**src/ncs_node_cfg_defs.vh**
```
// Constants for the node configuration and status indicator block
`ifndef NCS_NODE_CFG_DEFS_VH
`define NCS_NODE_CFG_DEFS_VH
// Register byte offsets
`define NCS_OFF_CTRL 8'h00
`define NCS_OFF_CFG 8'h04
`define NCS_OFF_INPUT 8'h08
`define NCS_OFF_LAMP 8'h0C
`define NCS_OFF_IRQ_STAT 8'h10
`define NCS_OFF_IRQ_MASK 8'h14
// Control fields and reset value
`define NCS_CTRL_LAMP_EN 0
`define NCS_CTRL_PAIR_ALLOW 1
`define NCS_CTRL_RESET 2'h3
// Configuration word fields
`define NCS_CFG_RATE_LSB 8
`define NCS_CFG_PAIR 11
`define NCS_CFG_FWUPD 12
`define NCS_CFG_ID_ERR 13
`define NCS_CFG_DONE 14
`define NCS_CFG_KBPS_LSB 16
// Interrupt bits
`define NCS_IRQ_INPUT 0
`define NCS_IRQ_ERROR 1
`define NCS_IRQ_CFG 2
`define NCS_IRQ_RESET 3'h0
// Network management states reported by the protocol core
`define NCS_NMT_OFF 2'h0
`define NCS_NMT_STOPPED 2'h1
`define NCS_NMT_PREOP 2'h2
`define NCS_NMT_OPER 2'h3
// Switch limits
`define NCS_DIGIT_MAX 4'h9
`define NCS_ID_MAX 7'h63
// Indicator timing: one lamp phase in ms, clock in kHz
`define NCS_PHASE_MS 200
`define NCS_CLK_KHZ 100000
`define NCS_PHASE_CYCLES (`NCS_PHASE_MS * `NCS_CLK_KHZ)
`define NCS_PHASES 3'h6
// Cycles let the switch synchroniser fill before the capture
`define NCS_SETTLE_CYCLES 3'h4
// Bus responses
`define NCS_RESP_OKAY 2'h0
`define NCS_RESP_DECERR 2'h3
`endif

```
**src/ncs_node_cfg.v**
```verilog
// Node configuration decoder and status indicator driver with AXI4-Lite registers
//
// The AXI4-Lite register port and the register offsets were chosen for this implementation.
`timescale 1ns/1ps
`include "ncs_node_cfg_defs.vh"
// Functional notes
// - Sixteen sampled inputs form the core input word
// - Node id is tens switch times ten plus units
// - Node ids 1 to 99 allow slave operation
// - Node id zero selects firmware update mode
// - Rate codes 8 to F select pair mode
// - Code pairs map to 10 through 1000 kbit/s
// - Pair mode requests Operational without master command
// - Each ON input switches partner output same index
// - Run lamp shows off, stopped, preop, operational
// - Error lamp shows warning, guarding fail, bus-off
// - Input lamps follow raw level, ignoring polarity
// - Termination lamp lit while termination enabled
module ncs_node_cfg #(
  parameter ADDR_W = 8,
  parameter NCH = 16,
  parameter PHASE_CYCLES = `NCS_PHASE_CYCLES
) (
  // Clock and reset
  input wire aclk,
  input wire aresetn,
  // AXI4-Lite slave
  input wire [ADDR_W-1:0] s_axi_awaddr,
  input wire s_axi_awvalid,
  output wire s_axi_awready,
  input wire [31:0] s_axi_wdata,
  input wire [3:0] s_axi_wstrb,
  input wire s_axi_wvalid,
  output wire s_axi_wready,
  output wire [1:0] s_axi_bresp,
  output wire s_axi_bvalid,
  input wire s_axi_bready,
  input wire [ADDR_W-1:0] s_axi_araddr,
  input wire s_axi_arvalid,
  output wire s_axi_arready,
  output wire [31:0] s_axi_rdata,
  output wire [1:0] s_axi_rresp,
  output wire s_axi_rvalid,
  input wire s_axi_rready,
  // Front panel switches and input pins
  input wire [3:0] id_tens_sw,
  input wire [3:0] id_units_sw,
  input wire [3:0] rate_sw,
  input wire [NCH-1:0] digital_input_channel,
  input wire term_enable_pin,
  // Protocol core status
  input wire [1:0] core_nmt_state,
  input wire core_err_warn,
  input wire core_guard_fail,
  input wire core_bus_off,
  // Protocol core configuration and data
  output wire [NCH-1:0] input_word,
  output wire [NCH-1:0] pair_out_word,
  output wire [6:0] node_id,
  output wire [2:0] rate_sel,
  output wire pair_mode,
  output wire fw_update_mode,
  output wire slave_enable,
  output wire auto_start_req,
  output wire cfg_done,
  // Lamps and interrupt
  output wire run_lamp,
  output wire err_lamp,
  output wire term_lamp,
  output wire [NCH-1:0] input_lamp,
  output wire irq
);

  // Per-bit filter: take the new level once stages two and three agree
  function [NCH-1:0] agree;
    input [NCH-1:0] s2;
    input [NCH-1:0] s3;
    input [NCH-1:0] held;
    begin
      agree = (~(s2 ^ s3) & s3) | ((s2 ^ s3) & held);
    end
  endfunction

  // Bus rate in kbit/s for a rate code
  function [15:0] rate_kbps;
    input [2:0] code;
    begin
      case (code)
        3'h0: rate_kbps = 16'h000A;
        3'h1: rate_kbps = 16'h0014;
        3'h2: rate_kbps = 16'h0032;
        3'h3: rate_kbps = 16'h007D;
        3'h4: rate_kbps = 16'h00FA;
        3'h5: rate_kbps = 16'h01F4;
        3'h6: rate_kbps = 16'h0320;
        default: rate_kbps = 16'h03E8;
      endcase
    end
  endfunction

  // Pin synchroniser stages, filtered levels and captured configuration
  reg [NCH-1:0] in_s1_reg, in_s2_reg, in_s3_reg, in_filt_reg;
  reg [11:0] sw_s1_reg, sw_s2_reg, sw_s3_reg;
  reg [2:0] term_s_reg, settle_reg, rate_sel_reg, phase_reg;
  reg [6:0] node_id_reg;
  reg term_filt_reg, cfg_done_reg, pair_sw_reg, fw_reg, id_err_reg;
  // Outputs to core and lamps, lamp timing
  reg [NCH-1:0] input_word_reg, pair_out_reg, input_lamp_reg;
  reg pair_mode_reg, slave_en_reg, auto_start_reg;
  reg run_lamp_reg, err_lamp_reg, term_lamp_reg;
  reg [31:0] phase_cnt_reg, wdata_reg, rdata_reg;
  // Registers, interrupts and bus state
  reg [1:0] ctrl_reg, bresp_reg, rresp_reg;
  reg [2:0] irq_stat_reg, irq_mask_reg;
  reg irq_reg, err_any_d_reg, wstrb0_reg, aw_hold_reg, w_hold_reg;
  reg awready_reg, wready_reg, bvalid_reg, arready_reg, rvalid_reg;
  reg [ADDR_W-1:0] awaddr_reg;

  // Decoded switch values
  wire [3:0] tens_d = sw_s3_reg[11:8];
  wire [3:0] units_d = sw_s3_reg[7:4];
  wire [6:0] id_calc = {tens_d, 3'h0} + {2'h0, tens_d, 1'b0} + {3'h0, units_d};
  wire digit_bad = (tens_d > `NCS_DIGIT_MAX) || (units_d > `NCS_DIGIT_MAX);
  wire settled = (settle_reg == `NCS_SETTLE_CYCLES);
  wire sw_agree = (sw_s2_reg == sw_s3_reg);
  wire err_any = core_err_warn | core_guard_fail | core_bus_off;
  wire phase_end = (phase_cnt_reg == PHASE_CYCLES - 1);

  // Bus handshake terms
  wire aw_take = s_axi_awvalid & awready_reg;
  wire w_take = s_axi_wvalid & wready_reg;
  wire ar_take = s_axi_arvalid & arready_reg;
  wire do_wr = aw_hold_reg & w_hold_reg & ~bvalid_reg;
  wire aw_hold_next = (aw_hold_reg & ~do_wr) | aw_take;
  wire w_hold_next = (w_hold_reg & ~do_wr) | w_take;
  wire bvalid_next = do_wr | (bvalid_reg & ~s_axi_bready);
  wire rvalid_next = ar_take | (rvalid_reg & ~s_axi_rready);
  wire wr_lane0 = do_wr & wstrb0_reg;
  wire wr_ctrl = wr_lane0 && (awaddr_reg == `NCS_OFF_CTRL);
  wire wr_w1c = wr_lane0 && (awaddr_reg == `NCS_OFF_IRQ_STAT);
  wire wr_mask = wr_lane0 && (awaddr_reg == `NCS_OFF_IRQ_MASK);
  wire wr_known = (awaddr_reg[1:0] == 2'h0) && (awaddr_reg <= `NCS_OFF_IRQ_MASK);

  // Interrupt events raised this cycle
  wire [2:0] irq_evt;
  assign irq_evt[`NCS_IRQ_INPUT] = |(input_word_reg ^ in_filt_reg);
  assign irq_evt[`NCS_IRQ_ERROR] = err_any & ~err_any_d_reg;
  assign irq_evt[`NCS_IRQ_CFG] = settled & ~cfg_done_reg;
  wire [2:0] irq_stat_next = irq_evt
    | (irq_stat_reg & ~(wr_w1c ? wdata_reg[2:0] : 3'h0));

  // Pin synchronisers, three stages with agreement filter
  always @(posedge aclk) begin
    if (!aresetn) begin
      in_s1_reg <= {NCH{1'b0}};
      in_s2_reg <= {NCH{1'b0}};
      in_s3_reg <= {NCH{1'b0}};
      in_filt_reg <= {NCH{1'b0}};
      sw_s1_reg <= 12'h000;
      sw_s2_reg <= 12'h000;
      sw_s3_reg <= 12'h000;
      term_s_reg <= 3'h0;
      term_filt_reg <= 1'b0;
    end else begin
      in_s1_reg <= digital_input_channel;
      in_s2_reg <= in_s1_reg;
      in_s3_reg <= in_s2_reg;
      in_filt_reg <= agree(in_s2_reg, in_s3_reg, in_filt_reg);
      sw_s1_reg <= {id_tens_sw, id_units_sw, rate_sw};
      sw_s2_reg <= sw_s1_reg;
      sw_s3_reg <= sw_s2_reg;
      term_s_reg <= {term_s_reg[1:0], term_enable_pin};
      term_filt_reg <= (term_s_reg[1] == term_s_reg[2]) ? term_s_reg[2] : term_filt_reg;
    end
  end

  // One capture of the switches after reset, held until next reset
  always @(posedge aclk) begin
    if (!aresetn) begin
      settle_reg <= 3'h0;
      cfg_done_reg <= 1'b0;
      node_id_reg <= 7'h00;
      rate_sel_reg <= 3'h0;
      pair_sw_reg <= 1'b0;
      fw_reg <= 1'b0;
      id_err_reg <= 1'b0;
    end else if (!cfg_done_reg) begin
      if (!settled) begin
        settle_reg <= settle_reg + 3'h1;
      end else if (sw_agree) begin
        cfg_done_reg <= 1'b1;
        node_id_reg <= id_calc;
        rate_sel_reg <= sw_s3_reg[2:0];
        pair_sw_reg <= sw_s3_reg[3];
        fw_reg <= ~digit_bad && (id_calc == 7'h00);
        id_err_reg <= digit_bad || (id_calc > `NCS_ID_MAX);
      end
    end
  end

  // Configuration and data toward the protocol core
  always @(posedge aclk) begin
    if (!aresetn) begin
      input_word_reg <= {NCH{1'b0}};
      pair_out_reg <= {NCH{1'b0}};
      pair_mode_reg <= 1'b0;
      slave_en_reg <= 1'b0;
      auto_start_reg <= 1'b0;
    end else begin
      input_word_reg <= in_filt_reg;
      pair_mode_reg <= cfg_done_reg & pair_sw_reg & ctrl_reg[`NCS_CTRL_PAIR_ALLOW];
      slave_en_reg <= cfg_done_reg & ~fw_reg & ~id_err_reg;
      // Partner mirrors each ON input on the same channel
      pair_out_reg <= pair_mode_reg ? in_filt_reg : {NCH{1'b0}};
      // Ask the core for Operational without waiting for a master
      auto_start_reg <= pair_mode_reg & slave_en_reg
        & (core_nmt_state != `NCS_NMT_OPER);
    end
  end

  // Lamp phase timer: six 200 ms phases per pattern period
  always @(posedge aclk) begin
    if (!aresetn) begin
      phase_cnt_reg <= 32'h0;
      phase_reg <= 3'h0;
    end else if (phase_end) begin
      phase_cnt_reg <= 32'h0;
      phase_reg <= (phase_reg == `NCS_PHASES - 3'h1) ? 3'h0 : phase_reg + 3'h1;
    end else begin
      phase_cnt_reg <= phase_cnt_reg + 32'h1;
    end
  end

  // Lamp drivers, all dark in reset or while lamps are disabled
  always @(posedge aclk) begin
    if (!aresetn || !ctrl_reg[`NCS_CTRL_LAMP_EN]) begin
      run_lamp_reg <= 1'b0;
      err_lamp_reg <= 1'b0;
      term_lamp_reg <= 1'b0;
      input_lamp_reg <= {NCH{1'b0}};
    end else begin
      // Single flash on phase 0, blink on even phases
      case (core_nmt_state)
        `NCS_NMT_STOPPED: run_lamp_reg <= (phase_reg == 3'h0);
        `NCS_NMT_PREOP: run_lamp_reg <= ~phase_reg[0];
        `NCS_NMT_OPER: run_lamp_reg <= 1'b1;
        default: run_lamp_reg <= 1'b0;
      endcase
      // Bus-off outranks guarding fail, which outranks warning
      if (core_bus_off) begin
        err_lamp_reg <= 1'b1;
      end else if (core_guard_fail) begin
        err_lamp_reg <= (phase_reg == 3'h0) || (phase_reg == 3'h2);
      end else if (core_err_warn) begin
        err_lamp_reg <= (phase_reg == 3'h0);
      end else begin
        err_lamp_reg <= 1'b0;
      end
      term_lamp_reg <= term_filt_reg;
      input_lamp_reg <= in_filt_reg;
    end
  end

  // Control, mask and sticky interrupt status; a new event beats a clear
  always @(posedge aclk) begin
    if (!aresetn) begin
      ctrl_reg <= `NCS_CTRL_RESET;
      irq_mask_reg <= `NCS_IRQ_RESET;
      irq_stat_reg <= `NCS_IRQ_RESET;
      irq_reg <= 1'b0;
      err_any_d_reg <= 1'b0;
    end else begin
      ctrl_reg <= wr_ctrl ? wdata_reg[1:0] : ctrl_reg;
      irq_mask_reg <= wr_mask ? wdata_reg[2:0] : irq_mask_reg;
      irq_stat_reg <= irq_stat_next;
      irq_reg <= |(irq_stat_next & (wr_mask ? wdata_reg[2:0] : irq_mask_reg));
      err_any_d_reg <= err_any;
    end
  end

  // AXI4-Lite write channel: address and data in either order
  always @(posedge aclk) begin
    if (!aresetn) begin
      awready_reg <= 1'b0;
      wready_reg <= 1'b0;
      bvalid_reg <= 1'b0;
      aw_hold_reg <= 1'b0;
      w_hold_reg <= 1'b0;
      awaddr_reg <= {ADDR_W{1'b0}};
      wdata_reg <= 32'h0;
      wstrb0_reg <= 1'b0;
      bresp_reg <= `NCS_RESP_OKAY;
    end else begin
      if (aw_take) begin
        awaddr_reg <= s_axi_awaddr;
      end
      if (w_take) begin
        wdata_reg <= s_axi_wdata;
        wstrb0_reg <= s_axi_wstrb[0];
      end
      if (do_wr) begin
        bresp_reg <= wr_known ? `NCS_RESP_OKAY : `NCS_RESP_DECERR;
      end
      aw_hold_reg <= aw_hold_next;
      w_hold_reg <= w_hold_next;
      bvalid_reg <= bvalid_next;
      awready_reg <= ~aw_hold_next & ~bvalid_next;
      wready_reg <= ~w_hold_next & ~bvalid_next;
    end
  end

  // AXI4-Lite read channel: data one cycle after the address
  always @(posedge aclk) begin
    if (!aresetn) begin
      arready_reg <= 1'b0;
      rvalid_reg <= 1'b0;
      rdata_reg <= 32'h0;
      rresp_reg <= `NCS_RESP_OKAY;
    end else begin
      rvalid_reg <= rvalid_next;
      arready_reg <= ~rvalid_next;
      if (ar_take) begin
        rresp_reg <= `NCS_RESP_OKAY;
        case (s_axi_araddr)
          `NCS_OFF_CTRL: rdata_reg <= {30'h0, ctrl_reg};
          `NCS_OFF_CFG: rdata_reg <= {rate_kbps(rate_sel_reg), 1'b0, cfg_done_reg,
            id_err_reg, fw_reg, pair_mode_reg, rate_sel_reg, 1'b0, node_id_reg};
          `NCS_OFF_INPUT: rdata_reg <= {{(31 - NCH){1'b0}}, term_filt_reg,
            input_word_reg};
          `NCS_OFF_LAMP: rdata_reg <= {29'h0, term_lamp_reg, err_lamp_reg,
            run_lamp_reg};
          `NCS_OFF_IRQ_STAT: rdata_reg <= {29'h0, irq_stat_reg};
          `NCS_OFF_IRQ_MASK: rdata_reg <= {29'h0, irq_mask_reg};
          default: begin
            rdata_reg <= 32'h0;
            rresp_reg <= `NCS_RESP_DECERR;
          end
        endcase
      end
    end
  end

  // Output connections
  assign s_axi_awready = awready_reg;
  assign s_axi_wready = wready_reg;
  assign s_axi_bvalid = bvalid_reg;
  assign s_axi_bresp = bresp_reg;
  assign s_axi_arready = arready_reg;
  assign s_axi_rvalid = rvalid_reg;
  assign s_axi_rdata = rdata_reg;
  assign s_axi_rresp = rresp_reg;
  assign input_word = input_word_reg;
  assign pair_out_word = pair_out_reg;
  assign node_id = node_id_reg;
  assign rate_sel = rate_sel_reg;
  assign pair_mode = pair_mode_reg;
  assign fw_update_mode = fw_reg;
  assign slave_enable = slave_en_reg;
  assign auto_start_req = auto_start_reg;
  assign cfg_done = cfg_done_reg;
  assign run_lamp = run_lamp_reg;
  assign err_lamp = err_lamp_reg;
  assign term_lamp = term_lamp_reg;
  assign input_lamp = input_lamp_reg;
  assign irq = irq_reg;

endmodule

```
**config.mk**
```make
export PLATFORM = sky130hd
export DESIGN_NAME = ncs_node_cfg
export DESIGN_NICKNAME = d
export VERILOG_FILES = /design/src/ncs_node_cfg.v
export VERILOG_INCLUDE_DIRS = /design/src
export SDC_FILE = /design/constraint.sdc
export NUM_CORES = 1
export LEC_CHECK = 0
export BUFFER_PORTS_ARGS = -buffer_cell sky130_fd_sc_hd__buf_2
export CAP_MARGIN = 20
export CORE_MARGIN = 4
export CORE_UTILIZATION = 55
export CTS_CLUSTER_SIZE = 20
export DETAILED_ROUTE_END_ITERATION = 8
export GPL_ROUTABILITY_DRIVEN = 0
export GPL_TIMING_DRIVEN = 0
export PLACE_DENSITY = 0.8
export SETUP_SLACK_MARGIN = 0.15
export SLEW_MARGIN = 40
export SYNTH_ARGS = -nofsm -noshare
export SYNTH_HDL_FRONTEND = slang
export SYNTH_SLANG_ARGS = --single-unit
export TNS_END_PERCENT = 50
```
**constraint.sdc**
```tcl
create_clock -name aclk -period 6.1 [get_ports aclk]
set_input_delay 0.915 -clock aclk [delete_from_list [all_inputs] [get_ports aclk]]
set_output_delay 0.915 -clock aclk [all_outputs]
set_load 0.05 [all_outputs]
```
Yosys cells after proc, flatten, opt, wreduce, memory -nomap -nowiden
Cells that the tools add are included.
{"block": "op_classes", "bitwise": 52, "n_lt_le_gt_ge": 4, "n_eq_ne": 23, "reduce_logical": 24, "muxes": 14, "addsub": 5}
{"cell": "$pmux W26 S6", "n": 1}
{"cell": "$pmux W10 S7", "n": 1}
{"cell": "$add A32 B1 Y32 const B", "n": 1}
{"cell": "$and A16 B16 Y16", "n": 2}
{"cell": "$eq A32 B25 Y1 const B", "n": 1}
{"cell": "$eq A8 B5 Y1 const B", "n": 4}
{"cell": "$xor A16 B16 Y16", "n": 2}
{"cell": "$and A1 B1 Y1", "n": 20}
{"cell": "$eq A8 B4 Y1 const B", "n": 2}
{"cell": "$logic_not A8 Y1", "n": 2}
{"cell": "$not A1 Y1", "n": 16}
{"cell": "$not A16 Y16", "n": 1}
{"cell": "$or A16 B16 Y16", "n": 1}
{"cell": "$reduce_or A16 Y1", "n": 1}
{"cell": "$eq A3 B3 Y1 const B", "n": 5}
{"cell": "$eq A12 B12 Y1", "n": 1}
{"cell": "$eq A3 B2 Y1 const B", "n": 3}
{"cell": "$mux W3", "n": 3}
{"cell": "$eq A8 B3 Y1 const B", "n": 1}
{"cell": "$gt A4 B4 Y1 const B", "n": 2}
{"cell": "$le A8 B5 Y1 const B", "n": 1}
{"cell": "$add A7 B4 Y7", "n": 1}
{"cell": "$add A7 B5 Y7", "n": 1}
{"cell": "$gt A7 B7 Y1 const B", "n": 1}
{"cell": "24 further kinds", "n": 48}
{"block": "word_totals", "regBits": 275, "in_bits": 93, "wordCells": 167, "out_inout_bits": 108}

Longest topological paths before layout
{"block": "depth", "word_depth": 10, "mapped_depth": 9, "ltp_nobuf": 9}

Worst setup path before layout
No wires, ideal clock.
{"block": "synth_timing", "kind": "reg-to-reg", "start": "register sw_s3_reg[7]", "end": "register fw_reg (netlist: fw_update_mode)", "required_ns": 6.026, "path_buffers": 0, "stages_incl_launch_ff": 8, "period_less_slack_ns": 2.625, "arrival_ns": 2.550, "setup_ns": 0.074, "slack_ns": 3.475, "path_cell_list": "dfxtp_1 -> inv_1 -> fa_1 -> fa_1 -> inv_1 -> or3_1 -> or4b_2 -> o21ai_0"}
{"block": "synth_via", "elab_chain_len": 4, "word_cells_on_any_way": 8, "classes_between": "add/sub (1); order compare (1); eq/ne (1); bitwise (1); reduce/logical (4)"}
{"element": "start: declaration", "line": "ncs_node_cfg.v:103", "text": "reg [11:0] sw_s1_reg, sw_s2_reg, sw_s3_reg;"}
{"element": "start signal: assignment", "line": "ncs_node_cfg.v:171", "text": "sw_s3_reg <= sw_s2_reg;"}
{"element": "branches (longest 4 deep; another with $add A7 B4 Y7)"}
{"element": "end signal: assignment", "line": "ncs_node_cfg.v:195", "text": "fw_reg <= ~digit_bad && (id_calc == 7'h00);"}
{"element": "end: declaration", "line": "ncs_node_cfg.v:106", "text": "reg term_filt_reg, cfg_done_reg, pair_sw_reg, fw_reg, id_err_reg;"}
Parallel ways; which one is timed is not known.
A chain may end at the register's enable or synchronous reset.

Final worst setup path
Ends and elaborated chain as after synthesis.

==> reports/summary.txt <==
status: completed
slowest CP cell: or4b_2
die area: 19800 sq um
vias in the first global route: 7771
clock skew after layout: 0.0179 ns
Num Clock Sinks: 267
Pwr Density: 326 nW/um^2
Yosys Warn Count: 0
initial detailed-routing violation count: 426
global-route wire length before repair: 39800 um
Max Fclk: 0.353 GHz
fin. max-slew vios: 0
Yosys top cell by area: dfxtp_1
Setup TNS: 0 ns
Worst VDD drop: 266 uV
Vias: 7817
leakage power: 5.33 nW
max reg flops: 32
most frequent cells after synthesis: dfxtp_1 (267), and2_1 (118), nand2_1 (87), nor2_1 (68), a21oi_1 (60)
most frequent cell after synthesis: dfxtp_1
largest cells by area after synthesis: dfxtp_1 (55%), and2_1 (7.6%), xor2_1 (4.2%)
drt via density: 5.44
Max clock buf depth: 3
element type at the critical path end: register
clock slew seen by the registers of the worst setup and hold paths: 0.06 ns
syn avg cell area: 9.69 sq um
Critical Path, Cell by Cell: inv_1 > fa_1 > fa_1 > inv_1 > or3_1 > or4b_2 > o21ai_0
Worst Tran Pin Value: 0.864 ns
# rows: 48
max_cap viols: 0
DR DRC count: 0
kind of critical path: reg -> reg
port bufs: 160
Cell Area, Synth: 9690 sq um
Root Driver: clkbuf_16
GRT Total Usage: 24.8%
RSZ-0062 raised after global routing: no
worst path required time: 6.55 ns
core outline area: 17300 sq um
total CTS buffers: 26
drt total wl: 24900 um
reg-to-reg critical path startpoint: sw_s3_reg[7]$_SDFF_PN0_
Hold-fix buffers, CTS: 0
largest net degree at the start of global routing: 16
CP max stage delay: 0.61 ns
minimum clock period: 2.84 ns
fill cell count: 1338
drt wl/cell: 17.3 um
Initial Util: 56.0%
part of the cycle the worst path needs: 46.5%
num ports: 201
Area Growth Syn to Fin: 21.9%
fin util: 68.3%
initial antenna violation count: 0
die height: 141 um
top cell type's share of synthesized area: 55.2%
post-synth cell types: 58
chip width: 141 um
Final setup viols: 0
asr flop ratio synth: 0%
Seq/Total Area, Yosys: 55.2%
CP max FO: 3
n_diodes: 0
Resize count post-CTS: 0
Routed Antenna Nets: 0
FF-to-FF path depth: 7
HP Start: sw_s1_reg[5]$_SDFF_PN0_
total grt overflow: 0
Final nets: 1298
CP Data Arrival Time: 3.28 ns
H-tree levels: 1
CTS tree: done
Final Hold Viols: 0
reg2reg end: fw_update_mode$_SDFFE_PN0P_
flop-to-flop setup slack: 3.26 ns
Startpoint Class: register
Syn Inst Count: 1000
postcts setup bufs: 0
HP Class: reg -> reg
worst-skew pair later-pin latency: 0.54 ns
post-DP HPWL: 17500 um
max-slew headroom at the worst pin: 41.9%
EDFF count, synth: 0
hold depth: 1
Main synth FF type: dfxtp_1
Worst Hold End: sw_s2_reg[5]$_SDFF_PN0_
share of cells above drive strength 1: 19.0%
TritonRoute pass-1 iters: 5
Reg area: 5350 sq um
Yosys reg bits: 267
multi-input logic area: 4020 sq um
-- metal layers --
metal,global-route usage [%],wire length [um],vias to the layer above
li1,-,-,3761
met3,5.33,2110,62
met1,31.4,10200,3682
met4,9.94,947,0
met2,41.5,11700,312
met5,0,0,-
-- cell families (layout without fill, tap and decap cells) --
logic type / count (synthesis) / in the layout / share of synthesized area [%]
xor gates and xnor gates: 61 / 61 / 5.51
DFF: 267 / 267 / 55.2
adders and majority gates: 12 / 12 / 1.70
buffers and inverters: 78 / 286 / 3.56
muxes: 22 / 22 / 2.32
AOI/OAI and AO/OA: 135 / 135 / 8.03
other: 1 / 6 / 0.0387
and+or+nand+nor: 424 / 424 / 23.6
-- cell type report --
cell class,count,area share [%]
sequential,267,45.3
multi-input combinational,660,34.1
timing repair buffer,160,6.78
clock buffer,32,6.04
clock inverter,16,2.52
tap,225,2.38
buffer,57,2.26
inverter,21,0.668
-- through the flow --
stage,instance area [sq um],hold WS [ns],setup slack (ns),instances,power (mW)
floorplan,9710,0.412,3.48,1005,1.97
global placement,10800,0.414,2.98,1390,2.03
detailed placement,10800,0.417,3.02,1390,2.03
CTS,11800,0.432,3.24,1438,3.86
global route,11800,0.441,3.12,1438,3.96
finish,11800,0.428,3.26,1438,3.84
-- report_power, final --
group / total, mW / switching, mW / internal, mW
Clock: 1.84 / 0.673 / 1.17
Sequential: 1.81 / 0.0251 / 1.78
Combinational: 0.190 / 0.122 / 0.0675
Total: 3.84 / 0.821 / 3.02
-- how the worst max path moves through the flow --
stage	startpoint	to	cells after the start
after global placement	s_axi_araddr[6]	s_axi_rdata[14]$_SDFFE_PN0P_	7
final	sw_s3_reg[7]$_SDFF_PN0_	fw_update_mode$_SDFFE_PN0P_	7
after floorplan	sw_s3_reg[7]$_SDFF_PN0_	fw_update_mode$_SDFFE_PN0P_	7
after detailed placement	s_axi_araddr[6]	s_axi_rdata[13]$_SDFFE_PN0P_	7
after CTS	sw_s3_reg[7]$_SDFF_PN0_	fw_update_mode$_SDFFE_PN0P_	7
after global routing	sw_s3_reg[7]$_SDFF_PN0_	fw_update_mode$_SDFFE_PN0P_	7
-- cell usage in the layout (no fill, tap or decap), types with 8 or more instances in the layout --
master     instances
and2_1           118
nor2_1            68
ha_1              10
and3_1            42
buf_2            163
nand2b_1           8
nand4_1           18
clkbuf_1          44
nand3_1           26
a22oi_1           13
nor4_1            14
dfxtp_1          267
clkbuf_16         26
buf_4              8
bufinv_16          8
inv_1             21
a21oi_1           60
xor2_1            46
nand2_1           87
mux2i_1           18
o21ai_0           42
nor3_1            10
xnor2_1           15
-- critical path: cells and delay by family, from the launching register on --
| family | cells | cell delay [ns] |
|---|---|---|
| AOI/OAI and AO/OA | 1 | 0.18 |
| adders and majority gates | 2 | 1.08 |
| buffers and inverters | 2 | 0.13 |
| DFF | 1 | 0.37 |
| and+or+nand+nor | 2 | 0.97 |
Power figures use the tool's default switching activity.
